File: src/hw/pcm_pkg.sv
// ============================================================
// Shared constants for the power clock manager
package pcm_pkg;

	// ============================================================
	// Sizes
	localparam int unsigned PERIPH_COUNT = 8;
	localparam int unsigned IRQ_COUNT    = 8;

	// ============================================================
	// Values after reset
	// Core clock runs out of reset so the core can fetch its reset vector
	localparam logic CORE_CLK_EN_RST   = 1'h1;
	// Peripherals start gated off to save power until software wants them
	localparam logic PERIPH_CLK_EN_RST = 1'h0;
	localparam logic PULSE_RST         = 1'h0;

	// ============================================================
	// Core clock states
	typedef enum logic [1:0] {
		PCM_CORE_RUN     = 2'b00,
		PCM_CORE_DRAIN   = 2'b01,
		PCM_CORE_STOPPED = 2'b10
	} pcm_core_state_type;

	localparam pcm_core_state_type CORE_STATE_RST = PCM_CORE_RUN;

endpackage : pcm_pkg

File: src/hw/pcm_clk_gate.sv
`timescale 1ns/1ps
// ============================================================
// Glitch-free clock gate
// Enable is retimed on the falling edge, so it only moves while the
// source clock is low and the AND can never cut a high pulse short.
module pcm_clk_gate #(
	parameter logic EN_RST = 1'h0
) (
	// Source clock and reset
	input  wire logic clk_in,
	input  wire logic rst_in,
	// Request for the clock to run
	input  wire logic enable_in,
	// Gated clock and its present state
	output      logic gclk_out,
	output      logic gate_open_out
);

	logic gate_open_r;

	// ============================================================
	// Enable retimed in the low phase
	always_ff @(negedge clk_in) begin
		if (rst_in) begin
			gate_open_r <= EN_RST;
		end else begin
			gate_open_r <= enable_in;
		end
	end

	// A clock cannot come straight from a flip-flop; this AND is the gate itself
	assign gclk_out      = clk_in & gate_open_r;
	assign gate_open_out = gate_open_r;

endmodule : pcm_clk_gate

File: src/hw/pcm_power_clock_manager.sv
`timescale 1ns/1ps
// Overview of operation
// - Core and every gated peripheral have their own software clock enable, each independent of the rest.
// - A request to stop the core clock lets the instruction in progress finish before the clock halts.
// - A stopped core clock restarts on any enabled interrupt request or on a hardware reset.
// - Turning a peripheral clock off stops it at once, with no wait for peripheral activity.
// - A peripheral whose clock returns carries on from the exact state it held when stopped.
// - Memory and register contents behind a stopped clock stay unchanged while it is stopped.
module pcm_power_clock_manager #(
	parameter int unsigned PERIPH_COUNT = pcm_pkg::PERIPH_COUNT,
	parameter int unsigned IRQ_COUNT    = pcm_pkg::IRQ_COUNT
) (
	// Master clock and device reset
	input  wire logic                    core_clk_in,
	input  wire logic                    rst_in,
	// Software control of the core clock
	input  wire logic                    core_clk_off_in,
	// Instruction boundary from the core
	input  wire logic                    core_instr_done_in,
	// Interrupt requests and their enables
	input  wire logic [IRQ_COUNT-1:0]    irq_req_in,
	input  wire logic [IRQ_COUNT-1:0]    irq_enable_in,
	// Software control of peripheral clocks
	input  wire logic [PERIPH_COUNT-1:0] periph_clk_on_in,
	input  wire logic [PERIPH_COUNT-1:0] periph_clk_off_in,
	// Gated clocks
	output      logic                    core_gclk_out,
	output      logic [PERIPH_COUNT-1:0] periph_gclk_out,
	// Status towards software
	output      logic                    core_clk_running_out,
	output      logic                    core_stop_pending_out,
	output      logic                    core_wake_out,
	output      logic [IRQ_COUNT-1:0]    wake_cause_out,
	output      logic [PERIPH_COUNT-1:0] periph_clk_running_out
);

	// ============================================================
	// State
	pcm_pkg::pcm_core_state_type core_state_r;
	pcm_pkg::pcm_core_state_type core_state_nxt;
	logic [PERIPH_COUNT-1:0]     periph_en_r;
	logic [PERIPH_COUNT-1:0]     periph_en_nxt;
	logic                        core_wake_r;
	logic [IRQ_COUNT-1:0]        wake_cause_r;
	logic                        core_running_r;
	logic                        stop_pending_r;
	logic [PERIPH_COUNT-1:0]     periph_running_r;

	// ============================================================
	// Decode
	wire logic [IRQ_COUNT-1:0]    irq_active;
	wire logic                    wake_req;
	wire logic                    in_run;
	wire logic                    in_drain;
	wire logic                    in_stopped;
	wire logic                    drain_done;
	wire logic                    core_gate_req;
	wire logic                    core_gate_open;
	wire logic                    do_wake;
	wire logic [IRQ_COUNT-1:0]    wake_cause_nxt;
	wire logic                    stop_pending_nxt;
	// Gate states fed back for status
	wire logic [PERIPH_COUNT-1:0] periph_gate_open;

	assign irq_active = irq_req_in & irq_enable_in;
	assign wake_req   = |irq_active;
	assign in_run     = core_state_r == pcm_pkg::PCM_CORE_RUN;
	assign in_drain   = core_state_r == pcm_pkg::PCM_CORE_DRAIN;
	assign in_stopped = core_state_r == pcm_pkg::PCM_CORE_STOPPED;
	// Stop only once the core reports its current instruction retired
	assign drain_done = in_drain & core_instr_done_in;
	// Clock keeps running through DRAIN so the instruction can finish
	assign core_gate_req = ~in_stopped;
	assign do_wake       = in_stopped & wake_req;

	// Cause is held until the next wake so software may read it late
	assign wake_cause_nxt   = do_wake ? irq_active : wake_cause_r;
	assign stop_pending_nxt = core_state_nxt == pcm_pkg::PCM_CORE_DRAIN;

	// ============================================================
	// Core clock state machine
	always_comb begin
		core_state_nxt = core_state_r;
		case (core_state_r)
			pcm_pkg::PCM_CORE_RUN: begin
				if (core_clk_off_in) begin
					// Instruction that wrote the request may itself be retiring now
					if (core_instr_done_in) begin
						core_state_nxt = pcm_pkg::PCM_CORE_STOPPED;
					end else begin
						core_state_nxt = pcm_pkg::PCM_CORE_DRAIN;
					end
				end
			end
			pcm_pkg::PCM_CORE_DRAIN: begin
				if (drain_done) begin
					core_state_nxt = pcm_pkg::PCM_CORE_STOPPED;
				end
			end
			pcm_pkg::PCM_CORE_STOPPED: begin
				if (wake_req) begin
					core_state_nxt = pcm_pkg::PCM_CORE_RUN;
				end
			end
			default: begin
				core_state_nxt = pcm_pkg::CORE_STATE_RST;
			end
		endcase
	end

	// ============================================================
	// Peripheral enables
	// Set wins over clear when both arrive for the same peripheral
	assign periph_en_nxt = (periph_en_r & ~periph_clk_off_in) | periph_clk_on_in;

	// ============================================================
	// Registers
	// Reset returns the core to RUN, which restarts a stopped core clock
	always_ff @(posedge core_clk_in) begin
		if (rst_in) begin
			core_state_r <= pcm_pkg::CORE_STATE_RST;
		end else begin
			core_state_r <= core_state_nxt;
		end
	end

	always_ff @(posedge core_clk_in) begin
		if (rst_in) begin
			periph_en_r <= {PERIPH_COUNT{pcm_pkg::PERIPH_CLK_EN_RST}};
		end else begin
			// No wait on peripheral activity: the gate follows next low phase
			periph_en_r <= periph_en_nxt;
		end
	end

	always_ff @(posedge core_clk_in) begin
		if (rst_in) begin
			core_wake_r <= pcm_pkg::PULSE_RST;
		end else begin
			core_wake_r <= do_wake;
		end
	end

	always_ff @(posedge core_clk_in) begin
		if (rst_in) begin
			wake_cause_r <= '0;
		end else begin
			wake_cause_r <= wake_cause_nxt;
		end
	end

	// ============================================================
	// Status registers
	// Status copies the gate flops, not the enables, so it never
	// reports a clock that has not yet reached its output
	always_ff @(posedge core_clk_in) begin
		if (rst_in) begin
			core_running_r <= pcm_pkg::CORE_CLK_EN_RST;
		end else begin
			core_running_r <= core_gate_open;
		end
	end

	always_ff @(posedge core_clk_in) begin
		if (rst_in) begin
			stop_pending_r <= pcm_pkg::PULSE_RST;
		end else begin
			stop_pending_r <= stop_pending_nxt;
		end
	end

	always_ff @(posedge core_clk_in) begin
		if (rst_in) begin
			periph_running_r <= {PERIPH_COUNT{pcm_pkg::PERIPH_CLK_EN_RST}};
		end else begin
			periph_running_r <= periph_gate_open;
		end
	end

	// ============================================================
	// Clock gates
	// Gating only removes edges; no state behind a gate is reset or
	// touched, so a peripheral picks up where it left off

	// Core gate opens in reset so the core can fetch straight away
	pcm_clk_gate #(
		.EN_RST        (pcm_pkg::CORE_CLK_EN_RST)
	) u_core_gate (
		.clk_in        (core_clk_in),
		.rst_in        (rst_in),
		.enable_in     (core_gate_req),
		.gclk_out      (core_gclk_out),
		.gate_open_out (core_gate_open)
	);

	genvar gi;
	generate
		for (gi = 0; gi < PERIPH_COUNT; gi = gi + 1) begin : g_periph_gate
			pcm_clk_gate #(
				.EN_RST        (pcm_pkg::PERIPH_CLK_EN_RST)
			) u_periph_gate (
				.clk_in        (core_clk_in),
				.rst_in        (rst_in),
				.enable_in     (periph_en_r[gi]),
				.gclk_out      (periph_gclk_out[gi]),
				.gate_open_out (periph_gate_open[gi])
			);
		end
	endgenerate

	// ============================================================
	// Outputs
	// Status outputs are flops; the gated clocks are the AND gates above,
	// since a flop could not pass both edges of the source clock
	assign core_clk_running_out   = core_running_r;
	assign core_stop_pending_out  = stop_pending_r;
	assign core_wake_out          = core_wake_r;
	assign wake_cause_out         = wake_cause_r;
	assign periph_clk_running_out = periph_running_r;

endmodule : pcm_power_clock_manager

File: config.mk
export PLATFORM = sky130hd
export DESIGN_NAME = pcm_power_clock_manager
export DESIGN_NICKNAME = d
export VERILOG_FILES = /design/src/hw/pcm_pkg.sv /design/src/hw/pcm_clk_gate.sv /design/src/hw/pcm_power_clock_manager.sv
export SDC_FILE = /design/constraint.sdc
export NUM_CORES = 1
export LEC_CHECK = 0
export BUFFER_PORTS_ARGS = -buffer_cell sky130_fd_sc_hd__buf_4
export CELL_PAD_IN_SITES_DETAIL_PLACEMENT = 1
export CELL_PAD_IN_SITES_GLOBAL_PLACEMENT = 2
export CORE_MARGIN = 4
export CORE_UTILIZATION = 28
export DETAILED_ROUTE_END_ITERATION = 7
export PLACE_DENSITY_LB_ADDON = 0.1
export SLEW_MARGIN = 10
export SYNTH_ARGS = -nofsm -noshare
export SYNTH_HDL_FRONTEND = slang
export SYNTH_SLANG_ARGS = --single-unit
File: constraint.sdc
create_clock -name core_clk_in -period 2.2 [get_ports core_clk_in]
set_input_delay 0.44 -clock core_clk_in [delete_from_list [all_inputs] [get_ports core_clk_in]]
set_output_delay 0.44 -clock core_clk_in [all_outputs]
set_load 0.05 [all_outputs]
; ---- Word-level counts from Yosys, hierarchy flattened
; Index checks and enable logic that the tools add are counted.
[op_classes]
n_mux = 5
n_eq_ne = 3
n_reduce_logical = 2
bitwise = 16
[op_table]
columns = op, n
row1 = $and A8 B8 Y8, 2
row2 = $and A1 B1 Y1, 11
row3 = $mux W2, 4
row4 = $not A8 Y8, 1
row5 = $or A8 B8 Y8, 1
row6 = $reduce_or A8 Y1, 1
row7 = $pmux W2 S3, 1
row8 = $eq A2 B1 Y1 const B, 2
row9 = $eq A2 B2 Y1 const B, 1
row10 = $logic_not A2 Y1, 1
row11 = $not A1 Y1, 1
[totals]
inputBits = 36
regBits = 38
elab_cells = 42

; ---- Depth between registers and ports, before layout
; Gate-level depths: netlist of run 1.
[logic_depth]
depth_word = 5
ltp_mapped = 5
depth_no_buf = 4

; ---- By module
; From an unflattened synthesis of run 1, not the netlist that was laid out.
[unflattened]
hier_cells = 141
area_unflattened_um2 = 1365.1
[modules_own_cells]
columns = mod, n_inst, area_each_um2, seq_area_each_um2, cells_each
row1 = pcm_power_clock_manager, 1, 1018.5, 580.6, 105
row2 = pcm_clk_gate (g_periph_gate[0].u_periph_gate ...), 8, 38.8, 20.0, 4
row3 = pcm_clk_gate (u_core_gate), 1, 36.3, 20.0, 4

==> results.sh, run 1 <==
export IMPL_crit_type="register to primary output"
export IMPL_vias=1228
export IMPL_synth_edf_count=0
export IMPL_grt_setup_unrepaired="true"
export IMPL_min_path_type="primary input to register"
export IMPL_vdd_drop_max_uv=428
export IMPL_vias_per_cell=4.37
export IMPL_worst_path_buf_inv=1
export IMPL_setup_viol_count_final=18
export IMPL_fin_util=0.457
export IMPL_hpwl_um=2680
export IMPL_critPathTopFamily="flip-flops"
export IMPL_syn2layout_area_growth_pct=58.0
export IMPL_fin_ws_ns=-0.411
export IMPL_die_h_um=77.8
export IMPL_synthFlopType="dfxtp_1"
export IMPL_grt_pass1_vias=1481
export IMPL_core_um2=4720
export IMPL_placed_area_um2=1860
export IMPL_hold_viol=0
export IMPL_dieArea_um2=6060
export IMPL_violations="setup timing"
export IMPL_synth_seq_cells=38
export IMPL_drt_iter0_drc=36
export IMPL_finalClockSkew_ns=0.0867
export IMPL_synthTopCellsByCount="38 x dfxtp_1, 16 x nor2b_1, 10 x inv_1, 9 x a21oi_1, 9 x and2_1"
export IMPL_synth_top_area_frac=0.557
export IMPL_design_area_um2=2160
export IMPL_preCtsSetupSlack_ns=0.0252
export IMPL_slew_headroom=0.829
export IMPL_yosysTopAreaCell="dfxtp_1"
export IMPL_routed_wirelength_um=3570
export IMPL_yosysWarnings=0
export IMPL_rows=25
export IMPL_clk_latency_ns=0.47
export IMPL_avgSynthCellArea_um2=9.89
export IMPL_grt_overflow_total=0
export IMPL_wl_per_cell_um=12.7
export IMPL_synth_distinct_cells=23
export IMPL_synth_cells=138
export IMPL_drtAntennaViolNets=0
export IMPL_yosysSeqAreaShare=0.557
export IMPL_diodes=0
export IMPL_power_density_nw_per_um2=992
export IMPL_die_w_um=77.8
export IMPL_maxCapViolCount=0
export IMPL_ctsHoldBuffers=0
export IMPL_grt_pass1_wl_um=5980
export IMPL_track_usage=0.128
export IMPL_critPathMaxFanout=2
export IMPL_required_ns=1.76
export IMPL_worstMarginPinSlew_ns=0.255
export IMPL_grt_max_degree=19
export IMPL_slew_viol_final=0
export IMPL_synth_most_common_cell="dfxtp_1"
export IMPL_clk_pin_slew_ns=0.07
export IMPL_final_layout_size_suffix_gt1_frac=0.477
export IMPL_drc=0
export IMPL_crit_chain="and2_4, buf_8"
export IMPL_first_pass_iters=4
export IMPL_max_stage_delay_ns=0.32
export IMPL_async_flop_share=0
export IMPL_fin_nets=248
export IMPL_worstSetupStartpointType="register"
export IMPL_start_util=0.289
export IMPL_num_io_pins=64
export IMPL_status="finished, violations left"
export IMPL_gp_congestion=0.778
export IMPL_critPathCaptureType="primary output"
export IMPL_syn_num_nets=174
export IMPL_slowest_stage="dfxtp_2"
export IMPL_synth_area_leaders="dfxtp_1 56%, nor2b_1 7.3%, a311oi_1 5.1%"
export IMPL_critical_path_arrival_ns=2.17
export IMPL_cts_tree="yes"
export IMPL_io_buffers=63
export IMPL_antenna_found_initial=0
export IMPL_whs_ns=0.228
export IMPL_p_leak_uw=0.00101
export IMPL_syn_area_um2=1370
[path summary, 6_finish.rpt]
| path | start | end | slack, ns | cells past startpoint |
|---|---|---|---|---|
| setup / recovery | u_core_gate.gate_open_out | core_gclk_out | -0.41 | 2 |
| hold / removal | core_instr_done_in | core_state_r[0] | 0.23 | 2 |
| hold reg to reg | periph_en_r[1] | periph_en_r[1] | 0.49 | 2 |
| setup reg to reg | core_state_r[1] | u_core_gate.gate_open_out | 0.34 | 2 |
[cells in the final DEF, fill, tap and decap left out]
master      synthesis  final
a21oi_1             9      9
a311oi_1            8      8
a31oi_1             8      8
and2_4              0      9
and4_1              2      2
buf_4               8     60
buf_8               0      9
clkbuf_1            1      1
clkbuf_16           0      1
clkbuf_8            0      9
clkinv_4            0      1
clkinvlp_2          0      1
dfxtp_1            38     29
dfxtp_2             0      9
inv_1              10     18
nand2_1             8      8
nand2_2             1      1
nor2_1              8      8
nor2b_1            16     16
nor2b_4             1      1
nor3_1              2      2
o21bai_1            1      1
o32ai_1             1      1
or2_2               1      1
or2b_1              1      1
[per-layer routing]
metal  vias up  GRT usage  wire (um)
met4         0     0.0943         41
met5         -          0          0
met2        59      0.197       1850
met1       561      0.118       1310
li1        602          -          -
met3         6     0.0905        371
[power breakdown]
group	switching (uW)	leakage [uW]	internal [uW]
logic	90.1	0.000458	81.8
clock network	585	0.000236	650
registers	13.2	0.000314	719
total	688	0.00101	1450
[layout make-up]
| class | count | area (um^2) |
|---|---|---|
| fillers | 533 | 2570 |
| inverters | 9 | 33.8 |
| clock buffers | 20 | 288 |
| multi-input cells | 76 | 482 |
| flip-flops and latches | 38 | 772 |
| clock inverters | 11 | 47.5 |
| well taps | 67 | 83.8 |
| repair buffers | 60 | 450 |
[flip-flops by register name (all words and copies together) (netlist names)]
register                                   flops
periph_clk_running_out                         8
core_wake_out                                  1
g_periph_gate.u_periph_gate.gate_open_out      8
wake_cause_out                                 8
core_stop_pending_out                          1
core_state_r                                   2
periph_en_r                                    8
u_core_gate.gate_open_out                      1
core_clk_running_out                           1
[kinds of logic (layout without fill, tap and decap cells)]
| group | Yosys count | count (layout) | share of synthesized area |
|---|---|---|---|
| compound gates | 27 | 27 | 0.133 |
| buf+inv | 24 | 100 | 0.106 |
| flops | 38 | 38 | 0.557 |
| simple gates | 49 | 49 | 0.203 |
[per-stage QoR]
step                      TNS (ns)  cells  total power (uW)
final                        -3.51    281              2140
after floorplan                  0    138              1090
after detailed placement         0    260              1200
after global routing         -4.03    281              2260
after global placement           0    260              1200
after CTS                    -3.64    281              2180
[timing repair]
action | in CTS | in global routing
setup buffers | 0 | 0
setup endpoints to repair | 18 | 18
pin swaps | 8 | 0
gates resized for setup | 36 | 0
(Power assumes the default switching activity.)
==> run 2, diff against run 1 <==
==> constraint.sdc (replaced) <==
create_clock -name core_clk_in -period 3.35 [get_ports core_clk_in]
set_input_delay 0.67 -clock core_clk_in [delete_from_list [all_inputs] [get_ports core_clk_in]]
set_output_delay 0.67 -clock core_clk_in [all_outputs]
set_load 0.05 [all_outputs]
==> run 2 against run 1 <==
Effect of this change:
- the run still ends with setup timing left
- clock skew decreased by 0.012 ns
- power decreased by 33%
- combinational power decreased by 37%
- global-route usage decreased by 0.12 points
- final cell count decreased by 1.4%
- sequential cell count unchanged
==> results.sh, run 2 (synthesis results as in run 1) <==
export IMPL_status="finished, violations left"
export IMPL_violations="setup timing"
export IMPL_grt_setup_unrepaired="true"
export IMPL_grt_pass1_vias=1417
export IMPL_cts_tree="yes"
export IMPL_drc=0
export IMPL_critPathCaptureType="primary output"
export IMPL_fill_cells=551
export IMPL_antenna_found_initial=0
export IMPL_vdd_drop_max_uv=372
export IMPL_dieArea_um2=6060
export IMPL_fin_ws_ns=-0.0453
export IMPL_min_path_type="primary input to register"
export IMPL_clk_latency_ns=0.46
export IMPL_final_layout_size_suffix_gt1_frac=0.462
export IMPL_io_buffers=63
export IMPL_fin_cells=277
export IMPL_routed_wirelength_um=3440
export IMPL_design_area_um2=2140
export IMPL_p_total_uw=1440
export IMPL_vias_per_cell=4.35
export IMPL_wl_per_cell_um=12.4
export IMPL_slowest_stage="dfxtp_2"
export IMPL_post_cts_buffers=0
export IMPL_max_stage_delay_ns=0.31
export IMPL_p_leak_uw=0.000999
export IMPL_placed_area_um2=1830
export IMPL_worstSetupStartpointType="register"
export IMPL_syn2layout_area_growth_pct=56.5
export IMPL_drtAntennaViolNets=0
export IMPL_core_um2=4720
export IMPL_fin_util=0.452
export IMPL_worstMarginPinSlew_ns=0.261
export IMPL_fin_nets=244
export IMPL_final_common_cell="buf_4"
export IMPL_crit_type="register to primary output"
export IMPL_track_usage=0.127
export IMPL_start_util=0.289
export IMPL_critPathTopFamily="flip-flops"
export IMPL_die_w_um=77.8
export IMPL_clk_pin_slew_ns=0.07
export IMPL_die_h_um=77.8
export IMPL_critPathMaxFanout=2
export IMPL_hpwl_um=2580
export IMPL_dp_cells=256
export IMPL_rows=25
export IMPL_first_pass_iters=4
export IMPL_ctsHoldBuffers=0
export IMPL_grt_overflow_total=0
export IMPL_hold_viol=0
export IMPL_drt_iter0_drc=29
export IMPL_gp_congestion=0.713
export IMPL_finalSetupTns_ns=-0.350
export IMPL_worst_path_buf_inv=1
export IMPL_setup_viol_count_final=18
export IMPL_critical_path_arrival_ns=2.73
export IMPL_grt_max_degree=23
export IMPL_layout_common_cells="56 x buf_4, 29 x dfxtp_1, 19 x inv_1"
export IMPL_grt_pass1_wl_um=6050
export IMPL_crit_chain="and2_4, buf_8"
export IMPL_required_ns=2.68
export IMPL_maxCapViolCount=0
export IMPL_slew_viol_final=0
export IMPL_diodes=0
export IMPL_finalClockSkew_ns=0.0750
export IMPL_num_io_pins=64
export IMPL_power_density_nw_per_um2=673
export IMPL_vias=1204
export IMPL_slew_headroom=0.825
## run 2: cell count changes in the layout (fill, tap and decap cells not counted), sizes merged
cell	delta
buf	-4
bufinv	+1
clkinv	-1
clkinvlp	-1
inv	+1
## run 2: final timing paths
path | slack, ns | depth (start not counted) | startpoint | endpoint
min reg2reg | 0.48 | 2 | periph_en_r[6] | periph_en_r[6]
max | -0.05 | 2 | g_periph_gate[3].u_periph_gate.gate_open_out | periph_gclk_out[3]
min | 0.46 | 2 | core_instr_done_in | core_stop_pending_out
max reg2reg | 0.89 | 2 | core_state_r[1] | u_core_gate.gate_open_out
## run 2: layout make-up
class                           instances  area, um^2  share of cell area
Clock buffer                           20         277               0.129
Clock inverter                         11        67.6              0.0316
Inverter                                9        33.8              0.0158
Multi-Input combinational cell         76         482               0.226
Sequential cell                        38         772               0.361
Tap cell                               67        83.8              0.0393
Timing Repair Buffer                   56         420               0.197
## run 2: power by group
part	switching, uW	internal, uW
Sequential	8.06	472
Combinational	58.2	51.0
Clock	371	475
## run 2: through the flow
stage	hold slack, ns	setup slack [ns]
CTS	0.440	-0.0710
global route	0.441	-0.117
global placement	0.458	0.407
floorplan	0.443	0.293
finish	0.457	-0.0453
detailed placement	0.463	0.393
## run 2: worst register-to-register path, stage by stage, from the launching register on
cell and delay, ns:
dfxtp_1 0.33, nor2b_4 0.14, or2b_1 0.26
## run 2: layer usage
metal	vias to the layer above	global-route usage	share of wire
met5	-	0	0
met1	545	0.133	0.40
met4	0	0.0836	0.023
li1	594	-	-
met2	54	0.179	0.47
met3	11	0.0916	0.11
## run 2: what timing repair did
item / in CTS / in global routing
resized for setup: 36 / 0
pin swaps: 8 / 0
setup endpoints to repair: 18 / 18
==> run 3, diff against run 2 <==
--- a/config.mk
+++ b/config.mk
@@ -11,6 +11,7 @@
 export CORE_MARGIN = 4
 export CORE_UTILIZATION = 28
 export DETAILED_ROUTE_END_ITERATION = 7
+export MAX_ROUTING_LAYER = met4
 export PLACE_DENSITY_LB_ADDON = 0.1
 export SLEW_MARGIN = 10
 export SYNTH_ARGS = -nofsm -noshare
==> run 3 against run 2 <==
Effect of this change:
- the run still ends with setup timing left
- sequential cell count unchanged
- largest cell class unchanged
- clock skew barely moved
- sequential share of layout area unchanged
- highest routed layer unchanged
- via count is 0.17% lower
==> results.sh, run 3 (synthesis results as in run 1) <==
export IMPL_preCtsSetupSlack_ns=0.393
export IMPL_track_usage=0.131
export IMPL_die_h_um=77.8
export IMPL_slew_viol_final=0
export IMPL_rows=25
export IMPL_fill_cells=551
export IMPL_clk_latency_ns=0.46
export IMPL_grt_overflow_total=0
export IMPL_vdd_drop_max_uv=372
export IMPL_setup_viol_count_final=18
export IMPL_routed_wirelength_um=3440
export IMPL_dieArea_um2=6060
export IMPL_final_layout_size_suffix_gt1_frac=0.462
export IMPL_worstSetupStartpointType="register"
export IMPL_fin_nets=244
export IMPL_layout_common_cells="56 x buf_4, 29 x dfxtp_1, 19 x inv_1"
export IMPL_p_leak_uw=0.000999
export IMPL_maxCapViolCount=0
export IMPL_worstMarginPinSlew_ns=0.261
export IMPL_drtAntennaViolNets=0
export IMPL_crit_type="register to primary output"
export IMPL_drt_iter0_drc=32
export IMPL_finalSetupTns_ns=-0.349
export IMPL_io_buffers=63
export IMPL_diodes=0
export IMPL_core_um2=4720
export IMPL_hpwl_um=2580
export IMPL_clk_pin_slew_ns=0.07
export IMPL_min_path_type="primary input to register"
export IMPL_critical_path_arrival_ns=2.73
export IMPL_critPathCaptureType="primary output"
export IMPL_hold_viol=0
export IMPL_drc=0
export IMPL_grt_pass1_wl_um=6050
export IMPL_start_util=0.289
export IMPL_syn2layout_area_growth_pct=56.5
export IMPL_status="finished, violations left"
export IMPL_whs_ns=0.457
export IMPL_grt_max_degree=23
export IMPL_wl_per_cell_um=12.4
export IMPL_grt_setup_unrepaired="true"
export IMPL_finalClockSkew_ns=0.0750
export IMPL_power_density_nw_per_um2=673
export IMPL_cts_tree="yes"
export IMPL_required_ns=2.68
export IMPL_first_pass_iters=4
export IMPL_antenna_found_initial=0
export IMPL_vias_per_cell=4.34
export IMPL_final_common_cell="buf_4"
export IMPL_ctsHoldBuffers=0
export IMPL_violations="setup timing"
export IMPL_num_io_pins=64
export IMPL_grt_pass1_vias=1408
export IMPL_fin_ws_ns=-0.0454
export IMPL_vias=1202
export IMPL_gp_congestion=0.721
export IMPL_slew_headroom=0.825
export IMPL_die_w_um=77.8
export IMPL_critPathMaxFanout=2
## run 3: cell counts in the layout (fill, tap and decap cells not counted)
Identical to the previous run, type by type.
## run 3: final timing paths
check / to / start / cells after the start / slack (ns)
max: periph_gclk_out[3] / g_periph_gate[3].u_periph_gate.gate_open_out / 2 / -0.05
min: core_stop_pending_out / core_instr_done_in / 2 / 0.46
max reg2reg: u_core_gate.gate_open_out / core_state_r[1] / 2 / 0.89
min reg2reg: periph_en_r[6] / periph_en_r[6] / 2 / 0.48
## run 3: critical path, stage by stage (launching register included)
cell and delay (ns):
dfxtp_2 0.31, and2_4 0.14, buf_8 0.14
## run 3: final cells by class
| type | instances | area, um^2 | area share |
|---|---|---|---|
| Clock buffer | 20 | 277 | 0.129 |
| Clock inverter | 11 | 67.6 | 0.0316 |
| Inverter | 9 | 33.8 | 0.0158 |
| Multi-Input combinational cell | 76 | 482 | 0.226 |
| Sequential cell | 38 | 772 | 0.361 |
| Tap cell | 67 | 83.8 | 0.0393 |
| Timing Repair Buffer | 56 | 420 | 0.197 |
## run 3: report_power, final
part / total (uW) / switching [uW] / internal [uW]
sequential: 481 / 8.06 / 472
combinational: 109 / 58.2 / 51.0
clock: 847 / 371 / 475
## run 3: layer usage
| layer | global-route usage | up-vias | part of all wire |
|---|---|---|---|
| li1 | - | 594 | - |
| met1 | 0.134 | 545 | 0.40 |
| met2 | 0.179 | 52 | 0.47 |
| met3 | 0.0905 | 11 | 0.10 |
| met4 | 0.0836 | 0 | 0.024 |
| met5 | - | - | 0 |
## run 3: what timing repair did
action,4_1_cts,5_1_grt
resized for setup,36,0
setup endpoints to repair,18,18
setup buffers,0,0
pin swaps,8,0
## run 3: metrics by stage
stage,instance area (um^2),cells,power [uW],utilization
after floorplan,1370,138,715,-
after global placement,1830,256,781,0.387
after detailed placement,1830,256,785,0.387
after CTS,2140,277,1470,0.452
after global routing,2140,277,1520,0.452
final,2140,277,1440,0.452
